File: config.mk
export PLATFORM = sky130hd
export DESIGN_NAME = ddr_burst2_sram_port
export DESIGN_NICKNAME = d
export VERILOG_FILES = /design/src/design/sram_port_pkg.sv /design/src/design/ddr_burst2_sram_port.sv /design/src/design/pair_buf.sv
export SDC_FILE = /design/constraint.sdc
export NUM_CORES = 1
export LEC_CHECK = 0
export ABC_AREA = 0
export BUFFER_PORTS_ARGS = -buffer_cell sky130_fd_sc_hd__buf_2
export CAP_MARGIN = 20
export CORE_AREA = 10 10 336 240
export CTS_CLUSTER_DIAMETER = 200
export DETAILED_ROUTE_END_ITERATION = 12
export DIE_AREA = 0 0 346 250
export HOLD_SLACK_MARGIN = 0.08
export PLACE_DENSITY = 0.68
export SETUP_SLACK_MARGIN = 0.5
export SKIP_CTS_REPAIR_TIMING = 1
export SLEW_MARGIN = 20
export SYNTH_ARGS = -nofsm -noshare
export SYNTH_HDL_FRONTEND = slang
export SYNTH_SLANG_ARGS = --single-unit
File: constraint.sdc
create_clock -name REF_CLK_IN -period 10.6 [get_ports REF_CLK_IN]
set_input_delay 3.18 -clock REF_CLK_IN [delete_from_list [all_inputs] [get_ports REF_CLK_IN]]
set_output_delay 3.18 -clock REF_CLK_IN [all_outputs]
set_load 0.1 [all_outputs]
File: src/design/sram_port_pkg.sv
// Shared constants, carrier structs and helpers for the burst-of-two DDR SRAM port.
package sram_port_pkg;
  localparam int WORD_W = 18;
  localparam int ADDR_W = 20;
  localparam int MEM_AW = 4;
  localparam int MEM_DEPTH = 16;
  localparam int LANES = 2;
  localparam int LANE_W = 9;
  localparam int IMP_W = 4;
  localparam int BUF_DEPTH = 2;
  // Counts are in rising edges of the positive link clock.
  localparam int LOCK_CYC = 2048;
  localparam int IMP_PERIOD = 1024;
  localparam logic [11:0] LOCK_LAST = 12'h0800 - 12'h0001;
  localparam logic [9:0] IMP_LAST = 10'h3ff;
  localparam logic [IMP_W-1:0] IMP_RST = 4'h8;
  localparam logic [IMP_W-1:0] IMP_MAX = 4'hf;
  localparam logic [IMP_W-1:0] IMP_MIN = 4'h0;
  localparam logic DIR_READ = 1'b1;

  typedef enum logic [1:0]
  {
    ST_COLD = 2'b00,
    ST_LOCKING = 2'b01,
    ST_READY = 2'b10
  } lock_st_t;

  // Every pin that arrives from the controller's side.
  typedef struct packed
  {
    logic k;
    logic kn;
    logic ld_n;
    logic dir;
    logic [LANES-1:0] mask_n;
    logic [WORD_W-1:0] d;
    logic [ADDR_W-1:0] addr;
    logic loop_dis_n;
    logic imp_hi;
  } pins_t;

  // One finished write burst; lane enables are active high here.
  typedef struct packed
  {
    logic [ADDR_W-1:0] addr;
    logic [WORD_W-1:0] d0;
    logic [WORD_W-1:0] d1;
    logic [LANES-1:0] m0;
    logic [LANES-1:0] m1;
  } wr_slot_t;

  typedef struct packed
  {
    logic [WORD_W-1:0] w1;
    logic [WORD_W-1:0] w0;
  } rd_pair_t;

  function automatic logic [WORD_W-1:0] lane_bits(input logic [LANES-1:0] en);
    logic [WORD_W-1:0] r;
    r = '0;
    for (int i = 0; i < LANES; i++)
    begin
      r[i*LANE_W +: LANE_W] = {LANE_W{en[i]}};
    end
    return r;
  endfunction
endpackage

File: src/design/ddr_burst2_sram_port.sv
// Burst-of-two DDR SRAM port: command decode, posted writes, read pipeline, echo and valid outputs.
`timescale 1ns/1ps
module ddr_burst2_sram_port (
  input wire logic REF_CLK_IN,
  input wire logic RST_IN,
  input wire logic K_CLK_IN,
  input wire logic K_CLK_N_IN,
  input wire logic LOAD_STROBE_N_IN,
  input wire logic DIR_SEL_IN,
  input wire logic [sram_port_pkg::LANES-1:0] BYTE_LANE_MASK_N_IN,
  input wire logic [sram_port_pkg::ADDR_W-1:0] ADDR_IN,
  input wire logic [sram_port_pkg::WORD_W-1:0] DQ_IN,
  output logic [sram_port_pkg::WORD_W-1:0] DQ_OUT,
  output logic DQ_OE_OUT,
  input wire logic LOOP_DISABLE_N_IN,
  input wire logic IMPEDANCE_REF_PIN_IN,
  output logic [sram_port_pkg::IMP_W-1:0] IMP_CODE_OUT,
  output logic ECHO_TIMING_OUT,
  output logic ECHO_TIMING_N_OUT,
  output logic READ_VALID_FLAG_OUT,
  output logic DLL_LOCKED_OUT
);
  sram_port_pkg::pins_t pins;
  sram_port_pkg::pins_t meta_ff;
  sram_port_pkg::pins_t s_ff;
  logic k_d_ff;
  logic kn_d_ff;
  logic k_rise;
  logic kn_rise;
  sram_port_pkg::lock_st_t lock_st_ff;
  logic [11:0] lock_cnt_ff;
  logic cmd_en;
  logic rd_cmd;
  logic wr_cmd;
  logic lat2;
  logic rs1_ff;
  logic rs2_ff;
  logic [sram_port_pkg::ADDR_W-1:0] ra1_ff;
  logic [sram_port_pkg::ADDR_W-1:0] ra2_ff;
  logic launch;
  logic [sram_port_pkg::ADDR_W-1:0] launch_addr;
  logic wp_ff;
  logic w2_ff;
  logic [sram_port_pkg::ADDR_W-1:0] wa_cmd_ff;
  sram_port_pkg::wr_slot_t cur_ff;
  sram_port_pkg::wr_slot_t post_ff;
  logic post_v_ff;
  logic commit;
  sram_port_pkg::rd_pair_t mem_ff [sram_port_pkg::MEM_DEPTH];
  sram_port_pkg::rd_pair_t fetch;
  logic [sram_port_pkg::MEM_AW-1:0] post_idx;
  logic buf_in_ready;
  logic buf_out_valid;
  sram_port_pkg::rd_pair_t buf_out;
  logic pop;
  logic sec_pend_ff;
  logic [sram_port_pkg::WORD_W-1:0] sec_word_ff;
  logic [sram_port_pkg::WORD_W-1:0] dq_ff;
  logic oe_ff;
  logic qv_ff;
  logic echo_ff;
  logic echo_n_ff;
  logic [9:0] imp_cnt_ff;
  logic [sram_port_pkg::IMP_W-1:0] imp_ff;

  // Overlay the lane-enabled words of a held burst onto an older pair.
  function automatic sram_port_pkg::rd_pair_t merge(input sram_port_pkg::rd_pair_t old,
                                                    input sram_port_pkg::wr_slot_t w);
    sram_port_pkg::rd_pair_t r;
    logic [sram_port_pkg::WORD_W-1:0] e0;
    logic [sram_port_pkg::WORD_W-1:0] e1;
    e0 = sram_port_pkg::lane_bits(w.m0);
    e1 = sram_port_pkg::lane_bits(w.m1);
    r.w0 = (old.w0 & ~e0) | (w.d0 & e0);
    r.w1 = (old.w1 & ~e1) | (w.d1 & e1);
    return r;
  endfunction

  assign pins = '{k: K_CLK_IN, kn: K_CLK_N_IN, ld_n: LOAD_STROBE_N_IN, dir: DIR_SEL_IN,
                  mask_n: BYTE_LANE_MASK_N_IN, d: DQ_IN, addr: ADDR_IN,
                  loop_dis_n: LOOP_DISABLE_N_IN, imp_hi: IMPEDANCE_REF_PIN_IN};

  // Everything on the link is asynchronous to REF_CLK_IN, so all pins share one two-stage synchroniser.
  // The link clock is slow enough that data and strobes settle long before a sampled edge is used.
  always_ff @(posedge REF_CLK_IN)
  begin
    meta_ff <= pins;
    s_ff <= meta_ff;
  end

  always_ff @(posedge REF_CLK_IN)
  begin
    if (RST_IN)
    begin
      // Seeding the edge registers from the live pins stops a false edge right after reset.
      k_d_ff <= s_ff.k;
      kn_d_ff <= s_ff.kn;
    end
    else
    begin
      k_d_ff <= s_ff.k;
      kn_d_ff <= s_ff.kn;
    end
  end

  assign k_rise = s_ff.k && !k_d_ff;
  assign kn_rise = s_ff.kn && !kn_d_ff;

  // Commands are refused until the loop has locked, or at once when the loop is disabled.
  always_ff @(posedge REF_CLK_IN)
  begin
    if (RST_IN)
    begin
      lock_st_ff <= sram_port_pkg::ST_COLD;
      lock_cnt_ff <= '0;
    end
    else
    begin
      case (lock_st_ff)
        sram_port_pkg::ST_COLD:
        begin
          lock_cnt_ff <= '0;
          if (k_rise)
          begin
            lock_st_ff <= s_ff.loop_dis_n ? sram_port_pkg::ST_LOCKING : sram_port_pkg::ST_READY;
          end
        end
        sram_port_pkg::ST_LOCKING:
        begin
          if (!s_ff.loop_dis_n)
          begin
            lock_st_ff <= sram_port_pkg::ST_READY;
          end
          else if (k_rise)
          begin
            lock_cnt_ff <= lock_cnt_ff + 12'h0001;
            if (lock_cnt_ff == sram_port_pkg::LOCK_LAST)
            begin
              lock_st_ff <= sram_port_pkg::ST_READY;
            end
          end
        end
        sram_port_pkg::ST_READY:
        begin
          lock_st_ff <= sram_port_pkg::ST_READY;
        end
        default:
        begin
          lock_st_ff <= sram_port_pkg::ST_COLD;
        end
      endcase
    end
  end

  assign cmd_en = (lock_st_ff == sram_port_pkg::ST_READY);
  assign rd_cmd = cmd_en && k_rise && !s_ff.ld_n && (s_ff.dir == sram_port_pkg::DIR_READ);
  assign wr_cmd = cmd_en && k_rise && !s_ff.ld_n && (s_ff.dir != sram_port_pkg::DIR_READ);
  assign lat2 = s_ff.loop_dis_n;

  // Read address pipeline; one stage per positive rise gives latency one or two.
  always_ff @(posedge REF_CLK_IN)
  begin
    if (RST_IN)
    begin
      rs1_ff <= 1'b0;
      rs2_ff <= 1'b0;
      ra1_ff <= '0;
      ra2_ff <= '0;
    end
    else if (k_rise)
    begin
      rs1_ff <= rd_cmd;
      ra1_ff <= s_ff.addr;
      rs2_ff <= rs1_ff;
      ra2_ff <= ra1_ff;
    end
  end

  assign launch = lat2 ? rs2_ff : rs1_ff;
  assign launch_addr = lat2 ? ra2_ff : ra1_ff;

  // Write data path: address at the command rise, word one at the next rise, word two at the falling half.
  always_ff @(posedge REF_CLK_IN)
  begin
    if (RST_IN)
    begin
      wp_ff <= 1'b0;
      w2_ff <= 1'b0;
      wa_cmd_ff <= '0;
      cur_ff <= '0;
    end
    else if (k_rise)
    begin
      wp_ff <= wr_cmd;
      if (wr_cmd)
      begin
        wa_cmd_ff <= s_ff.addr;
      end
      if (wp_ff)
      begin
        cur_ff.addr <= wa_cmd_ff;
        cur_ff.d0 <= s_ff.d;
        cur_ff.m0 <= ~s_ff.mask_n;
      end
      w2_ff <= wp_ff;
    end
    else if (kn_rise && w2_ff)
    begin
      w2_ff <= 1'b0;
    end
  end

  assign post_idx = post_ff.addr[sram_port_pkg::MEM_AW-1:0];

  // The finished burst is held until the next write command, or until a newer burst needs the register.
  // Holding every burst this way keeps the array port free during reads, at the cost of the bypass compare and merge on fetch.
  always_ff @(posedge REF_CLK_IN)
  begin
    if (RST_IN)
    begin
      post_v_ff <= 1'b0;
      post_ff <= '0;
    end
    else if (kn_rise && w2_ff)
    begin
      post_v_ff <= 1'b1;
      post_ff <= '{addr: cur_ff.addr, d0: cur_ff.d0, d1: s_ff.d, m0: cur_ff.m0, m1: ~s_ff.mask_n};
    end
    else if (wr_cmd)
    begin
      post_v_ff <= 1'b0;
    end
  end

  // A held burst is written out before a newer one takes its place, so back-to-back writes lose nothing.
  assign commit = post_v_ff && (wr_cmd || (kn_rise && w2_ff));

  // The array keeps only the low address bits; upper address bits alias onto it.
  always_ff @(posedge REF_CLK_IN)
  begin
    if (!RST_IN && commit)
    begin
      mem_ff[post_idx] <= merge(mem_ff[post_idx], post_ff);
    end
  end

  always_comb
  begin
    fetch = mem_ff[launch_addr[sram_port_pkg::MEM_AW-1:0]];
    // Only the index bits are compared, because upper address bits alias onto the same location.
    if (post_v_ff && (post_idx == launch_addr[sram_port_pkg::MEM_AW-1:0]))
    begin
      fetch = merge(fetch, post_ff);
    end
  end

  pair_buf #(
    .WIDTH($bits(sram_port_pkg::rd_pair_t)),
    .DEPTH(sram_port_pkg::BUF_DEPTH)
  ) u_rd_buf (
    .clk_in(REF_CLK_IN),
    .rst_in(RST_IN),
    .in_valid_in(k_rise && launch),
    .in_ready_out(buf_in_ready),
    .in_data_in(fetch),
    .out_valid_out(buf_out_valid),
    .out_ready_in(!sec_pend_ff),
    .out_data_out(buf_out)
  );

  assign pop = buf_out_valid && !sec_pend_ff;

  // Output serializer: the second word waits for the complementary rise before the next pair is taken.
  always_ff @(posedge REF_CLK_IN)
  begin
    if (RST_IN)
    begin
      sec_pend_ff <= 1'b0;
      sec_word_ff <= '0;
      dq_ff <= '0;
      oe_ff <= 1'b0;
    end
    else if (pop)
    begin
      dq_ff <= buf_out.w0;
      sec_word_ff <= buf_out.w1;
      sec_pend_ff <= 1'b1;
      oe_ff <= 1'b1;
    end
    else if (kn_rise && sec_pend_ff)
    begin
      dq_ff <= sec_word_ff;
      sec_pend_ff <= 1'b0;
    end
    else if (k_rise && !launch && !sec_pend_ff && !buf_out_valid)
    begin
      oe_ff <= 1'b0;
    end
  end

  // Valid rises at the complementary edge before launch and falls when the last word ends.
  always_ff @(posedge REF_CLK_IN)
  begin
    if (RST_IN)
    begin
      qv_ff <= 1'b0;
    end
    else if (k_rise)
    begin
      qv_ff <= launch;
    end
    else if (kn_rise)
    begin
      qv_ff <= qv_ff || launch;
    end
  end

  always_ff @(posedge REF_CLK_IN)
  begin
    if (RST_IN)
    begin
      echo_ff <= 1'b0;
      echo_n_ff <= 1'b0;
    end
    else
    begin
      echo_ff <= s_ff.k;
      echo_n_ff <= s_ff.kn;
    end
  end

  // The impedance code steps one unit per period toward the reference comparator's verdict.
  always_ff @(posedge REF_CLK_IN)
  begin
    if (RST_IN)
    begin
      imp_cnt_ff <= '0;
      imp_ff <= sram_port_pkg::IMP_RST;
    end
    else if (k_rise)
    begin
      imp_cnt_ff <= imp_cnt_ff + 10'h001;
      if (imp_cnt_ff == sram_port_pkg::IMP_LAST)
      begin
        if (s_ff.imp_hi && imp_ff != sram_port_pkg::IMP_MAX)
        begin
          imp_ff <= imp_ff + 4'h1;
        end
        else if (!s_ff.imp_hi && imp_ff != sram_port_pkg::IMP_MIN)
        begin
          imp_ff <= imp_ff - 4'h1;
        end
      end
    end
  end

  assign DQ_OUT = dq_ff;
  assign DQ_OE_OUT = oe_ff;
  assign READ_VALID_FLAG_OUT = qv_ff;
  assign ECHO_TIMING_OUT = echo_ff;
  assign ECHO_TIMING_N_OUT = echo_n_ff;
  assign IMP_CODE_OUT = imp_ff;
  assign DLL_LOCKED_OUT = cmd_en;
endmodule

File: src/design/pair_buf.sv
// Two-entry valid/ready buffer built from flip-flops.
`timescale 1ns/1ps
module pair_buf #(
  parameter int WIDTH = 36,
  parameter int DEPTH = 2
) (
  input wire logic clk_in,
  input wire logic rst_in,
  input wire logic in_valid_in,
  output logic in_ready_out,
  input wire logic [WIDTH-1:0] in_data_in,
  output logic out_valid_out,
  input wire logic out_ready_in,
  output logic [WIDTH-1:0] out_data_out
);
  logic [WIDTH-1:0] slot_ff [DEPTH];
  logic [$clog2(DEPTH)-1:0] wr_idx_ff;
  logic [$clog2(DEPTH)-1:0] rd_idx_ff;
  logic [$clog2(DEPTH):0] cnt_ff;
  logic push;
  logic pop;

  assign in_ready_out = (cnt_ff != DEPTH[$clog2(DEPTH):0]);
  assign out_valid_out = (cnt_ff != '0);
  assign out_data_out = slot_ff[rd_idx_ff];
  assign push = in_valid_in && in_ready_out;
  assign pop = out_valid_out && out_ready_in;

  always_ff @(posedge clk_in)
  begin
    if (push)
    begin
      slot_ff[wr_idx_ff] <= in_data_in;
    end
  end

  always_ff @(posedge clk_in)
  begin
    if (rst_in)
    begin
      wr_idx_ff <= '0;
      rd_idx_ff <= '0;
      cnt_ff <= '0;
    end
    else
    begin
      if (push)
      begin
        wr_idx_ff <= wr_idx_ff + 1'b1;
      end
      if (pop)
      begin
        rd_idx_ff <= rd_idx_ff + 1'b1;
      end
      if (push && !pop)
      begin
        cnt_ff <= cnt_ff + 1'b1;
      end
      else if (pop && !push)
      begin
        cnt_ff <= cnt_ff - 1'b1;
      end
    end
  end
endmodule

==> impl_metrics.toml <==
[pwr]
p_leak_nw = 12.6
switching_share_pct = 24.6
p_clk_share_pct = 40.8
combinationalPowerShare_pct = 9.3
power_frac_seq_pct = 49.9
power.internal_mw = 5.66
ir_worst_vdd_mv = 0.135
powerDensity_mw_per_mm2 = 183
p_switching_mw = 1.85

[timing]
fin_setup_tns_ps = 0
period_minus_slack_ps = 5420
finalSetupViolCount = 0
finalCritPeriodShare_pct = 51.1
max_slew_margin_pct = 15.8
hold_viol = 0
skew_ps = 33.8
grt_setup_unrepaired = "no"
worst_pin_slew_ps = 1260
max_freq_mhz = 185
finalMaxSlewViolations = 0

[routing]
wirelength_mm = 95.2
drt_pass1_iterations = 5
wl_per_cell_um = 28.7
dr.first_iter.drc_count = 2741
num_vias = 21300
drc = 0
via_per_inst = 6.42
ant_nets = 0

[global_route]
grt_pass1_vias = 21500
overflow = 0
grt_pass1_wl_mm = 141
grt_start_max_net_pins = 101
grt.total_usage_pct = 21.7
antenna_found_initial = 0

[cells_and_area]
final_common_cell = "edfxtp_1"
fillers = 5633
diodes = 0
area_growth_pct = 11.5
num-nets-final = 2316
fin_util_pct = 55.0
multi_input_area_mm2 = 0.0122
regArea_mm2 = 0.0240
layout_common_cells = "648 x edfxtp_1, 308 x mux4_2, 271 x nand2_1"
drive_above_1_share_pct = 25.4

[die]
fp.dieW_um = 346
io_pins = 75
die_h_um = 250
die_area_mm2 = 0.0865
fp-row-count = 84
initial_utilization_pct = 49.4
core_area_mm2 = 0.0744

[clock_network]
h-tree-depth = 3
clk_latency_ps = 650
numCtsBuffers = 81
clk_pin_slew_worst_paths_ps = 60
cts.sinks = 873
cts_buffer_depth = 3
cts_root_buf = "clkbuf_16"
cts_tree = "yes"

[synth]
yosysSeqAreaShare_pct = 65.2
syn-cell-area_mm2 = 0.0367
ys.flop_type = "edfxtp_1"
synth_nets = 2283
syn_area_per_cell_um2 = 16.5
yosys_warnings = 0
synth_seq_cells = 873
synth_enable_flop_cells = 648
ys_async_sr_fraction_pct = 0
synthCells = 2225
synth.distinct_cells = 54

[worst_setup_path]
cp.required_ps = 10880
crit_type = "primary input to flop"
crit_path_start_kind = "primary input"
path_max_fanout = 44
cp-end-kind = "flop"
arrival_ps = 5700
reg2reg_slack_ps = 6450

[placed_design]
hpwlAfterDp_mm = 52.6
port_buffers = 58
gp_congestion = 0.794

[worst_hold_path]
hold_class = "flop to flop"

[job]
maxCapViolations = 0

[run_status]
status = "completed"
==> routing by layer <==
| layer | vias to the layer above | share of wire (%) | GRT usage (%) |
|---|---|---|---|
| met1 | 11100 | 41 | 29.5 |
| met4 | 0 | 2.4 | 5.72 |
| li1 | 8962 | - | - |
| met3 | 168 | 12 | 7.84 |
| met2 | 1096 | 45 | 32.9 |
| met5 | - | 0 | 0 |
==> cells by family after synthesis <==
kind of cell / share of synthesized area (%)
xor gates and xnor gates: 0.572
buffers and inverters: 2.12
AOI/OAI and AO/OA: 5.23
DFF: 65.2
adders and majority gates: 0.361
muxes: 21.1
and+or+nand+nor: 5.36
==> power groups by stage <==
| stage | Clock [mW] | Sequential (mW) | Combinational [mW] |
|---|---|---|---|
| global placement | 0 | 3.81 | 0.672 |
| floorplan | 0 | 4.01 | 0.306 |
| CTS | 3.10 | 3.74 | 0.687 |
| global route | 3.24 | 3.75 | 0.740 |
| finish | 3.07 | 3.74 | 0.699 |
| detailed placement | 0 | 3.82 | 0.684 |
==> Yosys cell counts (2+ instances only) <==
cell | n | area [um2]
clkinv_1 | 4 | 15.0
nand2_1 | 271 | 1020
nor2_1 | 86 | 323
buf_6 | 16 | 180
and2_1 | 5 | 31.3
or2_2 | 2 | 12.5
dfxtp_1 | 225 | 4500
a221oi_1 | 4 | 35.0
o22ai_1 | 8 | 50.1
xnor2_1 | 9 | 78.8
o21ai_0 | 13 | 65.1
inv_1 | 7 | 26.3
clkbuf_1 | 92 | 345
a31oi_1 | 37 | 231
buf_1 | 13 | 48.8
nor3_1 | 42 | 210
o21a_1 | 2 | 15.0
xor2_1 | 15 | 131
nor2b_1 | 8 | 50.1
o31ai_1 | 3 | 22.5
and4_1 | 3 | 26.3
mux4_2 | 308 | 6940
mux2i_1 | 70 | 701
edfxtp_1 | 648 | 19500
nand3b_1 | 2 | 15.0
or3_1 | 6 | 37.5
nand4_1 | 9 | 56.3
buf_2 | 33 | 165
o21ai_1 | 2 | 10.0
a21o_1 | 3 | 22.5
nand2_2 | 4 | 25.0
ha_1 | 9 | 113
nand2b_1 | 8 | 50.1
a211oi_1 | 43 | 323
a21oi_1 | 109 | 546
and3_1 | 6 | 37.5
o2111ai_1 | 5 | 43.8
a22oi_1 | 65 | 488
o221ai_1 | 4 | 35.0
mux2_2 | 10 | 113
nand3_1 | 3 | 15.0
==> through the flow <==
step / worst slack, ps / cells / hold WS (ps) / instance area, um2 / power, mW
global placement: 4730 / 3163 / 310 / 38100 / 4.48
floorplan: 3890 / 2225 / 310 / 36700 / 4.32
finish: 5180 / 3315 / 326 / 41000 / 7.51
CTS: 5250 / 3314 / 328 / 40900 / 7.53
detailed placement: 4580 / 3163 / 313 / 38100 / 4.50
global route: 5090 / 3315 / 332 / 41000 / 7.73
==> sequential cells by signal (all words and copies together) (netlist names), 2 cells and up, named ones only <==
name and flops:
u_rd_buf.slot_ff 72, lock_st_ff 2, s_ff 29, imp_cnt_ff 10
post_ff 44, cur_ff 24, lock_cnt_ff 12, meta_ff 30
DQ_OUT 18, sec_word_ff 18, wa_cmd_ff 4, IMP_CODE_OUT 4
ra1_ff 4, u_rd_buf.cnt_ff 2, mem_ff 576, ra2_ff 4
==> critical path, stage by stage <==
cell	delay, ps
buf_4	270
nor2b_1	310
o2111ai_1	450
nor2_4	920
buf_4	520
==> path summary, 6_finish.rpt <==
path                                          start  depth (start not counted)                                 to
worst min register to register  meta_ff[23]$_DFF_P_                          0                   s_ff[23]$_DFF_P_
worst max register to register         lat2$_DFF_P_                          7  u_rd_buf.slot_ff[1][17]$_DFFE_PP_
worst min-delay path            meta_ff[23]$_DFF_P_                          0                   s_ff[23]$_DFF_P_
worst max-delay path                         RST_IN                          5             mem_ff[1][1]$_DFFE_PP_
==> area by class of cell <==
| cell class | instances | share of cell area, % |
|---|---|---|
| multi-input combinational | 1187 | 29.8 |
| inverter | 11 | 0.101 |
| clock inverter | 21 | 0.614 |
| timing repair buffer | 104 | 1.65 |
| sequential | 873 | 58.5 |
| clock buffer | 130 | 6.28 |
| tap | 989 | 3.02 |
No activity file was read; power rests on OpenSTA's default activity.
